$ cat config.mk
export PLATFORM = sky130hd
export DESIGN_NAME = pod_top
export DESIGN_NICKNAME = d
export VERILOG_FILES = /design/src/pod_pkg.sv /design/src/pod_top.sv
export VERILOG_INCLUDE_DIRS = /design/src /design/src/src
export SDC_FILE = /design/constraint.sdc
export NUM_CORES = 1
export LEC_CHECK = 0
export BUFFER_PORTS_ARGS = -buffer_cell sky130_fd_sc_hd__clkbuf_2
export CAP_MARGIN = 20
export CORE_ASPECT_RATIO = 2
export CORE_MARGIN = 4
export CORE_UTILIZATION = 35
export DETAILED_ROUTE_END_ITERATION = 10
export HOLD_SLACK_MARGIN = 0.02
export PLACE_DENSITY = 0.5
export SYNTH_ARGS = -nofsm -noshare
export SYNTH_HDL_FRONTEND = slang
export SYNTH_SLANG_ARGS = --single-unit
$ cat constraint.sdc
create_clock -name clk -period 3 [get_ports clk]
set_input_delay 0.6 -clock clk [delete_from_list [all_inputs] [get_ports clk]]
set_output_delay 0.6 -clock clk [all_outputs]
set_load 0.1 [all_outputs]
$ cat src/pod_params.svh
`ifndef POD_PARAMS_SVH
`define POD_PARAMS_SVH
`define POD_IDX_LOCKOUT 14'h30e1
`define POD_IDX_MIN_PULSE 14'h30ea
`define POD_IDX_WINDOW 14'h30eb
`define POD_IDX_CTRL 14'h30f0
`define POD_IDX_IRQ_STATUS 14'h30f1
`define POD_IDX_IRQ_MASK 14'h30f2
`define POD_IDX_PORT_STATE 14'h30f3
`define POD_RST_LOCKOUT 8'h0a
`define POD_RST_MIN_PULSE 4'h5
`define POD_RST_WINDOW 8'h14
`define POD_CTRL_GANG_BIT 8
`define POD_STATE_PIN_LSB 8
`define POD_STATE_SHARED_BIT 16
`define POD_STEP_NS 1000000
`define POD_CLK_NS 20
`endif

$ cat src/pod_pkg.sv
package pod_pkg;
  typedef logic [15:0] pod_addr_t;
  typedef logic [31:0] pod_data_t;
  typedef logic [1:0] pod_resp_t;
  typedef struct packed {
    logic [7:0] lockout;
    logic [3:0] min_width;
    logic [7:0] window;
  } pod_cfg_s;
  typedef enum logic [1:0] {
    POD_WR_COLLECT = 2'b01,
    POD_WR_RESP = 2'b10
  } pod_wr_e;
  typedef enum logic [1:0] {
    POD_RD_IDLE = 2'b01,
    POD_RD_RESP = 2'b10
  } pod_rd_e;
endpackage : pod_pkg

$ cat src/pod_top.sv
// Added by the designer: the AXI4-Lite interface to the registers.
`timescale 1ns/1ps
`include "pod_params.svh"
module pod_top #(
  parameter int N_PORTS = 7,
  parameter int MS_CYCLES = `POD_STEP_NS / `POD_CLK_NS
) (
  input wire logic clk,
  input wire logic rst_n,
  input wire logic s_axi_awvalid,
  output logic s_axi_awready,
  input wire pod_pkg::pod_addr_t s_axi_awaddr,
  input wire logic [2:0] s_axi_awprot,
  input wire logic s_axi_wvalid,
  output logic s_axi_wready,
  input wire pod_pkg::pod_data_t s_axi_wdata,
  input wire logic [3:0] s_axi_wstrb,
  output logic s_axi_bvalid,
  input wire logic s_axi_bready,
  output pod_pkg::pod_resp_t s_axi_bresp,
  input wire logic s_axi_arvalid,
  output logic s_axi_arready,
  input wire pod_pkg::pod_addr_t s_axi_araddr,
  input wire logic [2:0] s_axi_arprot,
  output logic s_axi_rvalid,
  input wire logic s_axi_rready,
  output pod_pkg::pod_data_t s_axi_rdata,
  output pod_pkg::pod_resp_t s_axi_rresp,
  input wire logic [N_PORTS-1:0] port_power_sense_pin_i,
  output logic [N_PORTS-1:0] port_power_sense_pin_o,
  output logic [N_PORTS-1:0] port_power_sense_pin_oe_n,
  output logic [N_PORTS-1:0] port_pullup_en,
  input wire logic shared_power_sense_pin_i,
  output logic shared_power_sense_pin_o,
  output logic shared_power_sense_pin_oe_n,
  output logic shared_pullup_en,
  output logic [N_PORTS-1:0] port_overcurrent,
  output logic irq
);
  import pod_pkg::*;

  localparam int NCH = N_PORTS + 1;
  localparam int TW = $clog2(MS_CYCLES + 1);

  pod_cfg_s cfg;
  logic [N_PORTS-1:0] port_en;
  logic gang_mode;
  logic [N_PORTS-1:0] irq_status;
  logic [N_PORTS-1:0] irq_mask;

  // free-running 1 ms step shared by all channels
  // a filter started mid-step may see up to one step less than programmed
  logic [TW-1:0] step_cnt;
  logic step;
  assign step = (step_cnt == TW'(MS_CYCLES - 1));
  always_ff @(posedge clk or negedge rst_n) begin
    if (!rst_n) begin
      step_cnt <= '0;
    end else if (step) begin
      step_cnt <= '0;
    end else begin
      step_cnt <= step_cnt + TW'(1);
    end
  end

  // channel N_PORTS is the shared pin used in ganged mode
  logic [NCH-1:0] ch_en;
  logic [NCH-1:0] ch_pin;
  logic [NCH-1:0] ch_sync;
  logic [NCH-1:0] ch_oc;
  always_comb begin
    ch_en = {gang_mode & port_en[0], port_en & {N_PORTS{~gang_mode}}};
    ch_pin = {shared_power_sense_pin_i, port_power_sense_pin_i};
  end

  for (genvar g = 0; g < NCH; g++) begin : g_ch
    logic s1;
    logic s2;
    logic [7:0] lock_cnt;
    logic [3:0] low_ms;
    logic [7:0] win_cnt;
    logic low_prev;
    logic low;
    logic group_start;
    logic single_hit;
    logic double_hit;

    // sense pin is asynchronous to clk
    always_ff @(posedge clk or negedge rst_n) begin
      if (!rst_n) begin
        s1 <= 1'b1;
        s2 <= 1'b1;
      end else begin
        s1 <= ch_pin[g];
        s2 <= s1;
      end
    end
    assign ch_sync[g] = s2;

    // lockout reloads while off so every power-on restarts it
    always_ff @(posedge clk or negedge rst_n) begin
      if (!rst_n) begin
        lock_cnt <= `POD_RST_LOCKOUT;
      end else if (!ch_en[g]) begin
        lock_cnt <= cfg.lockout;
      end else if (step && lock_cnt != 8'h00) begin
        lock_cnt <= lock_cnt - 8'h01;
      end
    end

    // a zero lockout setting would let ramp glitches through
    assign low = ch_en[g] && (lock_cnt == 8'h00) && !s2;
    assign group_start = low && !low_prev;

    always_ff @(posedge clk or negedge rst_n) begin
      if (!rst_n) begin
        low_prev <= 1'b0;
      end else begin
        low_prev <= low;
      end
    end

    // width of the current low run in whole steps, saturating
    always_ff @(posedge clk or negedge rst_n) begin
      if (!rst_n) begin
        low_ms <= 4'h0;
      end else if (!low) begin
        low_ms <= 4'h0;
      end else if (step && low_ms != 4'hf) begin
        low_ms <= low_ms + 4'h1;
      end
    end
    assign single_hit = low && (low_ms >= cfg.min_width);

    // window opens at the first low group and counts down in steps
    always_ff @(posedge clk or negedge rst_n) begin
      if (!rst_n) begin
        win_cnt <= 8'h00;
      end else if (!ch_en[g]) begin
        win_cnt <= 8'h00;
      end else if (group_start && win_cnt == 8'h00) begin
        win_cnt <= cfg.window;
      end else if (step && win_cnt != 8'h00) begin
        win_cnt <= win_cnt - 8'h01;
      end
    end
    assign double_hit = group_start && (win_cnt != 8'h00);

    always_ff @(posedge clk or negedge rst_n) begin
      if (!rst_n) begin
        ch_oc[g] <= 1'b0;
      end else if (!ch_en[g]) begin
        ch_oc[g] <= 1'b0;
      end else if (single_hit || double_hit) begin
        ch_oc[g] <= 1'b1;
      end
    end
  end

  // pin drive: disabled pulls low with no pull-up, enabled releases
  always_ff @(posedge clk or negedge rst_n) begin
    if (!rst_n) begin
      port_power_sense_pin_oe_n <= '0;
      port_pullup_en <= '0;
      shared_power_sense_pin_oe_n <= 1'b0;
      shared_pullup_en <= 1'b0;
    end else begin
      port_power_sense_pin_oe_n <= ch_en[N_PORTS-1:0];
      port_pullup_en <= ch_en[N_PORTS-1:0];
      shared_power_sense_pin_oe_n <= ch_en[N_PORTS];
      shared_pullup_en <= ch_en[N_PORTS];
    end
  end
  assign port_power_sense_pin_o = '0;
  assign shared_power_sense_pin_o = 1'b0;

  logic [N_PORTS-1:0] oc_flag;
  logic [N_PORTS-1:0] oc_prev;
  always_comb begin
    oc_flag = gang_mode ? {N_PORTS{ch_oc[N_PORTS]}} : ch_oc[N_PORTS-1:0];
  end
  always_ff @(posedge clk or negedge rst_n) begin
    if (!rst_n) begin
      port_overcurrent <= '0;
      oc_prev <= '0;
    end else begin
      port_overcurrent <= oc_flag;
      oc_prev <= oc_flag;
    end
  end

  // write channel
  pod_wr_e wr_state;
  logic aw_held;
  logic w_held;
  pod_addr_t wr_addr;
  pod_data_t wr_data;
  logic [3:0] wr_strb;
  logic wr_fire;
  logic wr_hit;
  logic [13:0] wr_idx;

  assign s_axi_awready = (wr_state == POD_WR_COLLECT) && !aw_held;
  assign s_axi_wready = (wr_state == POD_WR_COLLECT) && !w_held;
  assign wr_fire = (wr_state == POD_WR_COLLECT) && aw_held && w_held;
  assign wr_idx = wr_addr[15:2];
  always_comb begin
    case (wr_idx)
      `POD_IDX_LOCKOUT, `POD_IDX_MIN_PULSE, `POD_IDX_WINDOW, `POD_IDX_CTRL,
      `POD_IDX_IRQ_STATUS, `POD_IDX_IRQ_MASK, `POD_IDX_PORT_STATE: wr_hit = 1'b1;
      default: wr_hit = 1'b0;
    endcase
  end

  always_ff @(posedge clk or negedge rst_n) begin
    if (!rst_n) begin
      wr_state <= POD_WR_COLLECT;
      aw_held <= 1'b0;
      w_held <= 1'b0;
      wr_addr <= '0;
      wr_data <= '0;
      wr_strb <= '0;
      s_axi_bvalid <= 1'b0;
      s_axi_bresp <= 2'b00;
    end else begin
      case (wr_state)
        POD_WR_COLLECT: begin
          if (s_axi_awvalid && s_axi_awready) begin
            aw_held <= 1'b1;
            wr_addr <= s_axi_awaddr;
          end
          if (s_axi_wvalid && s_axi_wready) begin
            w_held <= 1'b1;
            wr_data <= s_axi_wdata;
            wr_strb <= s_axi_wstrb;
          end
          if (wr_fire) begin
            aw_held <= 1'b0;
            w_held <= 1'b0;
            s_axi_bvalid <= 1'b1;
            s_axi_bresp <= wr_hit ? 2'b00 : 2'b10;
            wr_state <= POD_WR_RESP;
          end
        end
        POD_WR_RESP: begin
          if (s_axi_bready) begin
            s_axi_bvalid <= 1'b0;
            wr_state <= POD_WR_COLLECT;
          end
        end
        default: begin
          wr_state <= POD_WR_COLLECT;
          s_axi_bvalid <= 1'b0;
        end
      endcase
    end
  end

  // timing settings; zero writes are accepted as-is
  always_ff @(posedge clk or negedge rst_n) begin
    if (!rst_n) begin
      cfg.lockout <= `POD_RST_LOCKOUT;
      cfg.min_width <= `POD_RST_MIN_PULSE;
      cfg.window <= `POD_RST_WINDOW;
    end else if (wr_fire && wr_strb[0]) begin
      if (wr_idx == `POD_IDX_LOCKOUT) cfg.lockout <= wr_data[7:0];
      if (wr_idx == `POD_IDX_MIN_PULSE) cfg.min_width <= wr_data[3:0];
      if (wr_idx == `POD_IDX_WINDOW) cfg.window <= wr_data[7:0];
    end
  end

  always_ff @(posedge clk or negedge rst_n) begin
    if (!rst_n) begin
      port_en <= '0;
      gang_mode <= 1'b0;
      irq_mask <= '0;
    end else if (wr_fire) begin
      if (wr_idx == `POD_IDX_CTRL && wr_strb[0]) port_en <= wr_data[N_PORTS-1:0];
      if (wr_idx == `POD_IDX_CTRL && wr_strb[1]) gang_mode <= wr_data[`POD_CTRL_GANG_BIT];
      if (wr_idx == `POD_IDX_IRQ_MASK && wr_strb[0]) irq_mask <= wr_data[N_PORTS-1:0];
    end
  end

  // new detection wins over a same-cycle write-one-to-clear
  logic [N_PORTS-1:0] irq_clr;
  assign irq_clr = (wr_fire && wr_idx == `POD_IDX_IRQ_STATUS && wr_strb[0]) ?
                   wr_data[N_PORTS-1:0] : '0;
  always_ff @(posedge clk or negedge rst_n) begin
    if (!rst_n) begin
      irq_status <= '0;
    end else begin
      irq_status <= (irq_status & ~irq_clr) | (oc_flag & ~oc_prev);
    end
  end
  assign irq = |(irq_status & irq_mask);

  // read channel
  pod_rd_e rd_state;
  pod_data_t rd_word;
  logic rd_hit;
  always_comb begin
    rd_word = '0;
    rd_hit = 1'b1;
    case (s_axi_araddr[15:2])
      `POD_IDX_LOCKOUT: rd_word[7:0] = cfg.lockout;
      `POD_IDX_MIN_PULSE: rd_word[3:0] = cfg.min_width;
      `POD_IDX_WINDOW: rd_word[7:0] = cfg.window;
      `POD_IDX_CTRL: begin
        rd_word[N_PORTS-1:0] = port_en;
        rd_word[`POD_CTRL_GANG_BIT] = gang_mode;
      end
      `POD_IDX_IRQ_STATUS: rd_word[N_PORTS-1:0] = irq_status;
      `POD_IDX_IRQ_MASK: rd_word[N_PORTS-1:0] = irq_mask;
      `POD_IDX_PORT_STATE: begin
        rd_word[N_PORTS-1:0] = port_overcurrent;
        rd_word[`POD_STATE_PIN_LSB +: N_PORTS] = ch_sync[N_PORTS-1:0];
        rd_word[`POD_STATE_SHARED_BIT] = ch_sync[N_PORTS];
      end
      default: rd_hit = 1'b0;
    endcase
  end

  assign s_axi_arready = (rd_state == POD_RD_IDLE);
  always_ff @(posedge clk or negedge rst_n) begin
    if (!rst_n) begin
      rd_state <= POD_RD_IDLE;
      s_axi_rvalid <= 1'b0;
      s_axi_rdata <= '0;
      s_axi_rresp <= 2'b00;
    end else begin
      case (rd_state)
        POD_RD_IDLE: begin
          if (s_axi_arvalid) begin
            s_axi_rvalid <= 1'b1;
            s_axi_rdata <= rd_word;
            s_axi_rresp <= rd_hit ? 2'b00 : 2'b10;
            rd_state <= POD_RD_RESP;
          end
        end
        POD_RD_RESP: begin
          if (s_axi_rready) begin
            s_axi_rvalid <= 1'b0;
            rd_state <= POD_RD_IDLE;
          end
        end
        default: begin
          rd_state <= POD_RD_IDLE;
          s_axi_rvalid <= 1'b0;
        end
      endcase
    end
  end

endmodule : pod_top

==> flow_metrics.env, run 1 <==
export IMPL_required_ns=2.40
export IMPL_synth_xor_area_share_pct=6.190
export IMPL_path_max_fanout=3
export IMPL_post_dp_cell_area_um2=17660
export IMPL_mostFrequentLayoutCells="274 x dfrtp_1, 175 x nand2_1, 99 x a21oi_1, 99 x clkbuf_2, 93 x nor2_1"
export IMPL_r2r_start="wr_addr[10]"
export IMPL_cts_buffer_depth=3
export IMPL_hold_viol=0
export IMPL_synth_top_flop_cell="dfrtp_1"
export IMPL_synth_cell_type_count=70
export IMPL_tightest_slew_ns=0.8309
export IMPL_grt_util_met1_pct=19.53
export IMPL_ys_warn_count=0
export IMPL_ir_drop_mv=0.6771
export IMPL_worst_slack_ns=0.4878
export IMPL_area_growth_pct=14.00
export IMPL_hold_depth=1
export IMPL_nets=1903
export IMPL_syn_area_um2=16410
export IMPL_reg2regPathDepth=5
export IMPL_grt_pass1_wl_mm=73.57
export IMPL_r2r_setup_slack_ns=0.49
export IMPL_drt_iter0_drc=499
export IMPL_final_setup_skew_ns=0.01304
export IMPL_setup_viol=0
export IMPL_synth_edf_count=0
export IMPL_slew_viol_final=0
export IMPL_maxCapViolCount=0
export IMPL_endpoint="irq"
export IMPL_clk_pin_slew_ns=0.07
export IMPL_finalCriticalPeriod_ns=2.512
export IMPL_gr_total_overflow=0
export IMPL_grt_start_max_net_pins=85
export IMPL_cp_arrival_ns=1.91
export IMPL_grt_busiest_layer="met2"
export IMPL_worstHoldPathType="input pin to flop"
export IMPL_place_inst=2341
export IMPL_ys_seq_elements=314
export IMPL_synth_top_family_by_area="simple AND/OR/NAND/NOR gates"
export IMPL_end_kind="primary output"
export IMPL_routed_wl_mm=46.79
export IMPL_synthMuxAreaShare_pct=6.007
export IMPL_finalPower_uw=10450
export IMPL_async_flop_share_pct=100.0
export IMPL_numCtsBuffers=30
export IMPL_ios=162
export IMPL_cts_root_buf="clkbuf_16"
export IMPL_setup_worst_path_start="irq_status[3]"
export IMPL_postRouteAntennaNets=0
export IMPL_syn_mean_instance_area_um2=9.935
export IMPL_antenna_found_initial=1
export IMPL_fin_crit_sh_pct=83.74
export IMPL_netlist_instances=1652
export IMPL_drc_errors=0
export IMPL_dieWidth_um=161.1
export IMPL_dpl_hpwl_mm=33.30
export IMPL_wl_per_cell_um=19.51
export IMPL_layout_drive_gt1_share_pct=17.67
export IMPL_clock_latency_ns=0.58
export IMPL_yosysSeqAreaShare_pct=48.18
export IMPL_grt_usage_pct=18.31
export IMPL_p_per_area_nw_per_um2=558.4
export IMPL_leakagePower_uw=0.008102
export IMPL_rr_endpoint="port_en[5]"
export IMPL_grtUsageMet3_pct=2.175
export IMPL_layout_commonest_cell="dfrtp_1"
export IMPL_clock_fmax_ghz=0.3981
export IMPL_port_buffers=100
export IMPL_die_h_um=314.3
export IMPL_coreArea_um2=46520
export IMPL_grt_setup_unrepaired="no"
export IMPL_initial_core_util_pct=35.28
export IMPL_via_count=12550
export IMPL_status="finished clean"
export IMPL_stdcell_area_um2=18710
export IMPL_htree_levels=1
export IMPL_synth_compound_area_share_pct=11.05
export IMPL_fp_dieArea_um2=50630
export IMPL_n_fill_cell=4703
export IMPL_grt_pass1_vias=13090
export IMPL_cts_tree="done"
export IMPL_finalNonFillerCells=2399
export IMPL_first_pass_iters=5
export IMPL_cts_sinks=314
export IMPL_yosys_area_share_adder_pct=5.107
export IMPL_finalSetupTns_ns=0
export IMPL_post_place_ws_ns=0.3705
export IMPL_grtUsageMet2_pct=35.87
export IMPL_start_kind="flop"
export IMPL_relSlewSlack_pct=44.61
export IMPL_synth_simple_gate_area_share_pct=17.87
export IMPL_critical_path_class="flop to primary output"
export IMPL_rows=112
export IMPL_place_congestion=0.8411
export IMPL_drt_vias_per_instance=5.231
-- where the power goes --
group | total, µW | leakage (µW) | internal (µW) | switching (µW)
clock | 4050 | 0.000505 | 2300 | 1750
combinational | 1570 | 0.00345 | 398 | 1170
sequential | 4830 | 0.00415 | 4520 | 308
-- per-layer routing --
| layer | vias up | wire (µm) |
|---|---|---|
| met3 | 92 | 1584 |
| met1 | 6225 | 17250 |
| met4 | 0 | 2021 |
| met5 | - | 0 |
| li1 | 5958 | - |
| met2 | 273 | 25940 |
-- Yosys cell counts, types with 3 or more instances --
| master | number | area, µm² |
|---|---|---|
| nor4_1 | 27 | 168.9 |
| nand3_1 | 57 | 285.3 |
| clkbuf_1 | 45 | 168.9 |
| dfrtp_1 | 274 | 6857 |
| ha_1 | 67 | 838.3 |
| nor3_1 | 35 | 175.2 |
| buf_1 | 11 | 41.29 |
| a21oi_1 | 99 | 495.5 |
| buf_2 | 14 | 70.07 |
| o21ai_0 | 80 | 400.4 |
| xnor2_1 | 35 | 306.5 |
| nand2_1 | 175 | 656.9 |
| a311oi_1 | 14 | 122.6 |
| a22o_1 | 7 | 61.31 |
| and4b_1 | 9 | 90.09 |
| nand4_1 | 46 | 287.8 |
| a221oi_1 | 10 | 87.58 |
| buf_4 | 34 | 255.2 |
| o22ai_1 | 10 | 62.56 |
| or3_1 | 14 | 87.58 |
| mux2i_1 | 31 | 310.3 |
| nand2b_1 | 15 | 93.84 |
| a31oi_1 | 22 | 137.6 |
| nor4b_1 | 4 | 35.03 |
| a22oi_1 | 3 | 22.52 |
| mux2_2 | 60 | 675.7 |
| or4_1 | 8 | 60.06 |
| dfstp_2 | 40 | 1051 |
| inv_1 | 91 | 341.6 |
| and3_1 | 13 | 81.33 |
| xor2_1 | 81 | 709.4 |
| nor3b_1 | 8 | 60.06 |
| nor2b_1 | 12 | 75.07 |
| nor4bb_1 | 3 | 30.03 |
| nor2_1 | 95 | 356.6 |
| and2_1 | 4 | 25.02 |
| o31ai_1 | 7 | 52.55 |
| a311o_1 | 7 | 70.07 |
| a21o_1 | 25 | 187.7 |
| nand4b_1 | 22 | 192.7 |
| a2111oi_0 | 3 | 26.28 |
-- cell type report --
| class | instances | area (µm²) | share of cell area (%) |
|---|---|---|---|
| Multi-Input combinational cell | 1164 | 7704 | 41.17 |
| Tap cell | 627 | 784.5 | 4.193 |
| Timing Repair Buffer | 145 | 925.9 | 4.949 |
| Clock buffer | 41 | 873.3 | 4.668 |
| Sequential cell | 314 | 7908 | 42.26 |
| Antenna cell | 1 | 2.502 | 0.01337 |
| Clock inverter | 15 | 167.7 | 0.8961 |
| Inverter | 92 | 345.3 | 1.846 |
-- state kept, by name, summed over array words and instances, names as in the netlist, 9 cells and up --
register       count
cfg               20
s_axi_rdata       16
g_ch.win_cnt      64
wr_addr           14
g_ch.low_ms       32
step_cnt          16
wr_data            9
g_ch.lock_cnt     64
-- per-stage QoR --
| step | hold WS [ns] | utilization, % |
|---|---|---|
| 5_1_grt | 0.07933 | 40.21 |
| 4_1_cts | 0.07317 | 40.21 |
| 6_report | 0.1045 | 40.22 |
| 3_3_place_gp | 0.3458 | 37.95 |
| 2_1_floorplan | 0.3044 | - |
| 3_5_place_dp | 0.3473 | 37.95 |
-- worst min-delay path by stage --
stage | slack, ns | end | startpoint
after global placement | 0.35 | g_ch[4].s2 | g_ch[4].s1
after floorplan | 0.30 | aw_held | rst_n
after detailed placement | 0.35 | g_ch[1].s2 | g_ch[1].s1
after CTS | 0.07 | g_ch[1].s1 | port_power_sense_pin_i[1]
final | 0.10 | g_ch[3].s1 | port_power_sense_pin_i[3]
after global routing | 0.08 | g_ch[4].s1 | port_power_sense_pin_i[4]
-- cells by family (layout without fill, tap and decap cells) --
family	Yosys count	in the layout
AO/OA/AOI/OAI	298	298
other	1	27
buffers and inverters	199	293
adder cells (fa/ha/maj)	67	67
multiplexers	91	91
flip-flops	314	314
XOR/XNOR	116	116
AND/OR/NAND/NOR	566	566
-- worst max-delay path, stage by stage (launching register included) --
cell and delay, ns:
dfrtp_1 0.40, a222oi_1 0.40, nand3_1 0.13, clkbuf_2 0.40
-- what timing repair did --
action,in CTS,in global routing
buffers inserted,0,0
hold endpoints to repair,46,0
hold buffers,1,0
resized for setup,0,0
Note: power is estimated with default switching activity, not from simulation.
==> run 2, diff against run 1 <==
==> constraint.sdc (replaced) <==
create_clock -name clk -period 2.4 [get_ports clk]
set_input_delay 0.48 -clock clk [delete_from_list [all_inputs] [get_ports clk]]
set_output_delay 0.48 -clock clk [all_outputs]
set_load 0.1 [all_outputs]
==> run 2 against run 1 <==
Effect of this change: combinational power rose by 29%; largest power group unchanged; highest routed layer unchanged; wire length rose by 4.4%; die area did not move; critical path depth rose by 4; core utilization rose by 0.97 points; critical endpoint is now g_ch[3].win_cnt[0]; final cell count rose by 2.3%; clock skew rose by 0.00062 ns; design area rose by 2.4%; clock power rose by 18%; worst setup slack got worse by 0.39 ns.
==> flow_metrics.env, run 2 (synthesized netlist as in run 1, its figures left out) <==
export IMPL_status="finished clean"
export IMPL_nets=1961
export IMPL_ir_drop_mv=0.9034
export IMPL_die_h_um=314.3
export IMPL_start_kind="flop"
export IMPL_dieWidth_um=161.1
export IMPL_grt_pass1_vias=13460
export IMPL_layout_drive_gt1_share_pct=19.87
export IMPL_antenna_found_initial=0
export IMPL_r2r_setup_slack_ns=0.09
export IMPL_cts_buffer_depth=3
export IMPL_clk_pin_slew_ns=0.07
export IMPL_top_regs="g_ch.lock_cnt (64), g_ch.win_cnt (64), g_ch.low_ms (32)"
export IMPL_gr_total_overflow=0
export IMPL_clock_fmax_ghz=0.4335
export IMPL_utilization_pct=41.19
export IMPL_switchingPower_uw=3999
export IMPL_place_congestion=0.8934
export IMPL_max_stage_delay_ns=0.47
export IMPL_grt_usage_pct=19.26
export IMPL_port_buffers=100
export IMPL_clock_latency_ns=0.57
export IMPL_drc_errors=0
export IMPL_finalSetupTns_ns=0
export IMPL_routed_wl_mm=48.84
export IMPL_comb_power_share_pct=15.8
export IMPL_mostFrequentLayoutCells="272 x dfrtp_1, 175 x nand2_1, 99 x a21oi_1"
export IMPL_cp_slowest_cell="or3b_2"
export IMPL_critical_path_class="flop to flop"
export IMPL_postRouteAntennaNets=0
export IMPL_p_int_uw=8871
export IMPL_cts_setup_buffers=0
export IMPL_ios=162
export IMPL_worst_slack_ns=0.09324
export IMPL_htree_levels=1
export IMPL_worstHoldPathType="input pin to flop"
export IMPL_grt_start_max_net_pins=67
export IMPL_required_ns=2.86
export IMPL_coreArea_um2=46520
export IMPL_end_kind="flop"
export IMPL_drt_vias_per_instance=5.221
export IMPL_power_frac_seq_pct=47.1
export IMPL_worstPathCellList="inv_1 -> ha_1 -> or3b_2 -> or4_4 -> or3_4 -> o21ai_1 -> a21oi_1"
export IMPL_finalCriticalPeriod_ns=2.307
export IMPL_p_per_area_nw_per_um2=671.6
export IMPL_cts_tree="done"
export IMPL_cp_top_family="simple AND/OR/NAND/NOR gates"
export IMPL_final_setup_skew_ns=0.01366
export IMPL_n_antenna_cell=0
export IMPL_finalPower_uw=12870
export IMPL_tightest_slew_ns=1.029
export IMPL_relSlewSlack_pct=31.40
export IMPL_cp_arrival_ns=2.76
export IMPL_wl_per_cell_um=19.90
export IMPL_fp_dieArea_um2=50630
export IMPL_slew_viol_final=0
export IMPL_path_max_fanout=4
export IMPL_grt_pass1_wl_mm=76.45
export IMPL_leakagePower_uw=0.008375
export IMPL_fin_crit_sh_pct=96.11
export IMPL_post_place_ws_ns=0.06386
export IMPL_cts_sinks=314
export IMPL_pwr_share_clk_pct=37.1
export IMPL_maxCapViolCount=0
export IMPL_cts_root_buf="clkbuf_16"
export IMPL_first_pass_iters=6
export IMPL_setup_viol=0
export IMPL_via_count=12810
export IMPL_grt_setup_unrepaired="no"
export IMPL_area_growth_pct=16.75
export IMPL_hold_viol=0
export IMPL_rows=112
export IMPL_initial_core_util_pct=35.28
export IMPL_layout_commonest_cell="dfrtp_1"
export IMPL_p_sw_share_pct=31.07
export IMPL_dpl_hpwl_mm=35.73
export IMPL_drt_iter0_drc=520
export IMPL_crit_buf_inv=1
export IMPL_numCtsBuffers=29
[run 2: cell count changes in the layout (fill, tap and decap cells not counted), moves of 4 or more]
| cell | change |
|---|---|
| clkbuf_1 | +5 |
| clkinvlp_4 | -4 |
| buf_12 | +4 |
| buf_4 | +47 |
| dlygate4sd3_1 | +8 |
[run 2: path summary, 6_finish.rpt]
kind                                          start                  end  cells after the start
min in group asynchronous                     rst_n              aw_held                      2
worst min-delay path                s_axi_awaddr[2]           wr_addr[2]                      3
worst max-delay path            g_ch[3].lock_cnt[0]   g_ch[3].win_cnt[0]                      7
worst max register to register  g_ch[3].lock_cnt[0]   g_ch[3].win_cnt[0]                      7
worst min register to register           g_ch[6].s1           g_ch[6].s2                      0
max in group asynchronous                     rst_n  g_ch[2].lock_cnt[3]                      3
[run 2: timing repair]
item	CTS	global route
hold buffers	9	0
hold endpoints to repair	59	0
resized for setup	0	5
endpoints found under the setup margin	0	13
[run 2: final cells by class]
class / instances / area (µm²)
clock buffer: 42 / 814.5
clock inverter: 11 / 130.1
fill: 4677 / 27360
inverter: 92 / 345.3
multi-input combinational: 1164 / 7736
sequential: 314 / 7913
tap: 627 / 784.5
timing repair buffer: 204 / 1439
[run 2: stage by stage]
stage                     hold slack [ns]  std cells  area (µm²)
final                              0.1199       2454       19160
after global routing               0.1311       2454       19160
after CTS                          0.1011       2454       19140
after detailed placement           0.3475       2392       18110
after global placement             0.3455       2392       18110
after floorplan                    0.1844       1677       16550
[run 2: worst min-delay path: stages]
cell      delay, ns
clkbuf_2       0.08
nand2_1        0.04
o21ai_0        0.06
[run 2: per-layer routing]
metal	vias up	share of wire [%]	track usage [%]
met3	129	4.0	2.437
li1	6073	-	-
met1	6300	35	19.81
met2	310	54	36.71
met4	0	6.9	11.47
met5	-	0	0
[run 2: power groups by stage]
stage                     logic (µW)  clock network (µW)  registers [µW]
final                           2030                4780            6060
after global placement          2020                   0            6160
after CTS                       2060                4920            6070
after floorplan                 1040                   0            6560
after detailed placement        2050                   0            6160
after global routing            2170                5090            6100
==> run 3, diff against run 2 <==
--- a/config.mk
+++ b/config.mk
@@ -6,6 +6,7 @@
 export SDC_FILE = /design/constraint.sdc
 export NUM_CORES = 1
 export LEC_CHECK = 0
+export ABC_AREA = 1
 export BUFFER_PORTS_ARGS = -buffer_cell sky130_fd_sc_hd__clkbuf_2
 export CAP_MARGIN = 20
 export CORE_ASPECT_RATIO = 2
==> constraint.sdc (replaced) <==
create_clock -name clk -period 2.71 [get_ports clk]
set_input_delay 0.542 -clock clk [delete_from_list [all_inputs] [get_ports clk]]
set_output_delay 0.542 -clock clk [all_outputs]
set_load 0.1 [all_outputs]
==> run 3 against run 2 <==
Effect of this change: sequential power is 15% lower; die area is 14% higher; sequential share of layout area is 4.3 points lower; clock skew is 0.018 ns higher; global-route usage is 0.53 points higher; sequential cell count stayed put; wire length is 17% higher; hold slack better by 0.016 ns; clock power is 3% higher; core utilization is 0.75 points lower; critical endpoint is now irq.
==> flow_metrics.env, run 3 <==
export IMPL_nets=2755
export IMPL_clock_fmax_ghz=0.3823
export IMPL_hold_viol=0
export IMPL_r2r_start="g_ch[2].lock_cnt[0]"
export IMPL_fin_crit_sh_pct=96.52
export IMPL_layout_drive_gt1_share_pct=12.88
export IMPL_leakagePower_uw=0.01105
export IMPL_maxCapViolCount=0
export IMPL_antenna_found_initial=0
export IMPL_grt_usage_pct=19.79
export IMPL_drt_iter0_drc=772
export IMPL_place_inst=3222
export IMPL_finalSetupTns_ns=0
export IMPL_grt_start_max_net_pins=57
export IMPL_p_sw_share_pct=29.99
export IMPL_required_ns=2.17
export IMPL_drc_errors=0
export IMPL_first_pass_iters=5
export IMPL_final_setup_skew_ns=0.03160
export IMPL_setup_worst_path_start="irq_status[3]"
export IMPL_path_max_fanout=3
export IMPL_end_kind="primary output"
export IMPL_min_to="wr_data[7]"
export IMPL_setup_viol=0
export IMPL_worstHoldPathType="input pin to flop"
export IMPL_power_frac_seq_pct=43.9
export IMPL_synth_edf_count=0
export IMPL_gr_total_overflow=0
export IMPL_cts_buffer_depth=3
export IMPL_slew_viol_final=0
export IMPL_cts_root_buf="clkbuf_16"
export IMPL_post_place_ws_ns=0.4351
export IMPL_top_regs="g_ch.lock_cnt (64), g_ch.win_cnt (64), g_ch.low_ms (32)"
export IMPL_place_congestion=0.8882
export IMPL_finalNonFillerCells=3289
export IMPL_reg2regPathDepth=8
export IMPL_synth_top_flop_cell="dfrtp_1"
export IMPL_dieWidth_um=171.6
export IMPL_port_buffers=100
export IMPL_p_int_uw=8208
export IMPL_ir_drop_mv=0.6821
export IMPL_clock_latency_ns=0.62
export IMPL_worstHoldStart="s_axi_wdata[7]"
export IMPL_netlist_top_cells_count="776 x nand2_1, 274 x dfrtp_1, 246 x inv_1, 244 x nand3_1, 209 x nor2_1"
export IMPL_grt_pass1_wl_mm=90.15
export IMPL_switchingPower_uw=3517
export IMPL_start_kind="flop"
export IMPL_area_growth_pct=14.10
export IMPL_cp_arrival_ns=2.07
export IMPL_n_antenna_cell=0
export IMPL_pwr_share_clk_pct=41.8
export IMPL_finalPower_uw=11720
export IMPL_synth_most_common_cell="nand2_1"
export IMPL_r2r_setup_slack_ns=0.42
export IMPL_hold_depth=3
export IMPL_async_flop_share_pct=100.0
export IMPL_worst_slack_ns=0.09425
export IMPL_finalCriticalPeriod_ns=2.616
export IMPL_postRouteAntennaNets=0
export IMPL_yosys_top_cells_area="dfrtp_1 37%, nand2_1 16%, nand3_1 6.5%, dfstp_2 5.6%, inv_1 4.9%"
export IMPL_clk_pin_slew_ns=0.08
export IMPL_coreArea_um2=52860
export IMPL_synth_cell_type_count=48
export IMPL_grt_pass1_vias=16790
export IMPL_relSlewSlack_pct=38.22
export IMPL_ys_warn_count=0
export IMPL_rr_endpoint="g_ch[2].win_cnt[1]"
export IMPL_synth_top_area_share_pct=36.60
export IMPL_via_count=16530
export IMPL_fp_dieArea_um2=57520
export IMPL_critical_path_class="flop to primary output"
export IMPL_yosys_area_top_type="dfrtp_1"
export IMPL_routed_wl_mm=56.90
export IMPL_status="finished clean"
export IMPL_cts_tree="done"
export IMPL_rows=119
export IMPL_ios=162
export IMPL_yosysSeqAreaShare_pct=42.21
export IMPL_die_h_um=335.2
export IMPL_mostFrequentLayoutCells="776 x nand2_1, 274 x dfrtp_1, 246 x inv_1"
export IMPL_dpl_hpwl_mm=42.11
export IMPL_numCtsBuffers=31
export IMPL_htree_levels=1
export IMPL_netlist_instances=2472
export IMPL_tightest_slew_ns=0.9267
export IMPL_grt_setup_unrepaired="no"
export IMPL_cts_setup_buffers=0
export IMPL_layout_commonest_cell="nand2_1"
export IMPL_syn_mean_instance_area_um2=7.579
export IMPL_wl_per_cell_um=17.30
export IMPL_n_fill_cell=5417
export IMPL_initial_core_util_pct=35.44
export IMPL_comb_power_share_pct=14.3
export IMPL_cts_sinks=314
export IMPL_utilization_pct=40.44
export IMPL_drt_vias_per_instance=5.026
export IMPL_syn_area_um2=18730
export IMPL_ys_seq_elements=314
export IMPL_p_per_area_nw_per_um2=548.5
## run 3: cell types whose count changed after synthesis, moves of 27 or more
cell	before	now
nand2_1	175	776
nor4_1	27	0
a21oi_1	99	33
nor2_1	95	209
mux2_2	60	10
nand4_1	46	111
inv_1	91	246
o21ai_0	80	137
nand3_1	57	244
mux2i_1	31	0
## run 3: final cells by class
class	count	area, µm²	share of cell area (%)
Clock buffer	40	849.6	3.974
Inverter	257	965.9	4.519
Timing Repair Buffer	166	1106	5.174
Clock inverter	18	281.5	1.317
Multi-Input combinational cell	1829	9433	44.13
Tap cell	665	832.0	3.893
Sequential cell	314	7908	36.99
## run 3: logic make-up (layout without fill, tap and decap cells)
family | after synthesis | count (layout) | share of synthesized area [%]
AOI/OAI and AO/OA | 217 | 217 | 6.819
xor gates and xnor gates | 91 | 91 | 4.254
adders and majority gates | 67 | 67 | 4.475
buffers and inverters | 354 | 481 | 8.061
DFF | 314 | 314 | 42.21
muxes | 10 | 10 | 0.6011
other | 1 | 26 | 0.02002
and+or+nand+nor | 1418 | 1418 | 33.56
## run 3: what timing repair did
item                                    in CTS  in global routing
endpoints found under the hold margin       46                  0
endpoints found under the setup margin       1                  0
hold buffers                                 9                  0
gates resized for setup                      1                  0
## run 3: worst max path at each step
| stage | to | slack, ns | cells after the start |
|---|---|---|---|
| 2_1_floorplan | wr_strb[0] | 0.01 | 7 |
| 3_3_place_gp | g_ch[4].lock_cnt[6] | 0.42 | 10 |
| 3_5_place_dp | g_ch[6].lock_cnt[6] | 0.44 | 10 |
| 4_1_cts | irq | 0.03 | 5 |
| 5_1_grt | irq | 0.03 | 5 |
| 6_report | irq | 0.09 | 5 |
## run 3: power groups by stage
stage	sequential (µW)	clock [µW]	combinational [µW]
5_1_grt	5180	5220	1820
3_3_place_gp	5220	0	1670
3_5_place_dp	5230	0	1690
2_1_floorplan	5490	0	933
4_1_cts	5140	5080	1700
6_report	5140	4910	1680
## run 3: routing by layer
metal / GRT usage, % / share of wire [%] / up-vias
met1: 21.66 / 38 / 7857
met3: 2.168 / 3.8 / 117
met5: 0 / 0 / -
li1: - / - / 8195
met2: 37.17 / 53 / 361
met4: 9.583 / 5.2 / 0
## run 3: through the flow
step,cell area [µm²],hold WS [ns]
after detailed placement,20150,0.3469
after global placement,20150,0.3457
after floorplan,18850,0.2464
after CTS,21380,0.08764
final,21380,0.1361
after global routing,21380,0.1299
## run 3: critical path, stage by stage (launching register included)
cell,delay (ns)
dfrtp_1,0.40
nand2_1,0.08
nand2_1,0.06
a221oi_1,0.39
o2111ai_1,0.20
clkbuf_4,0.33
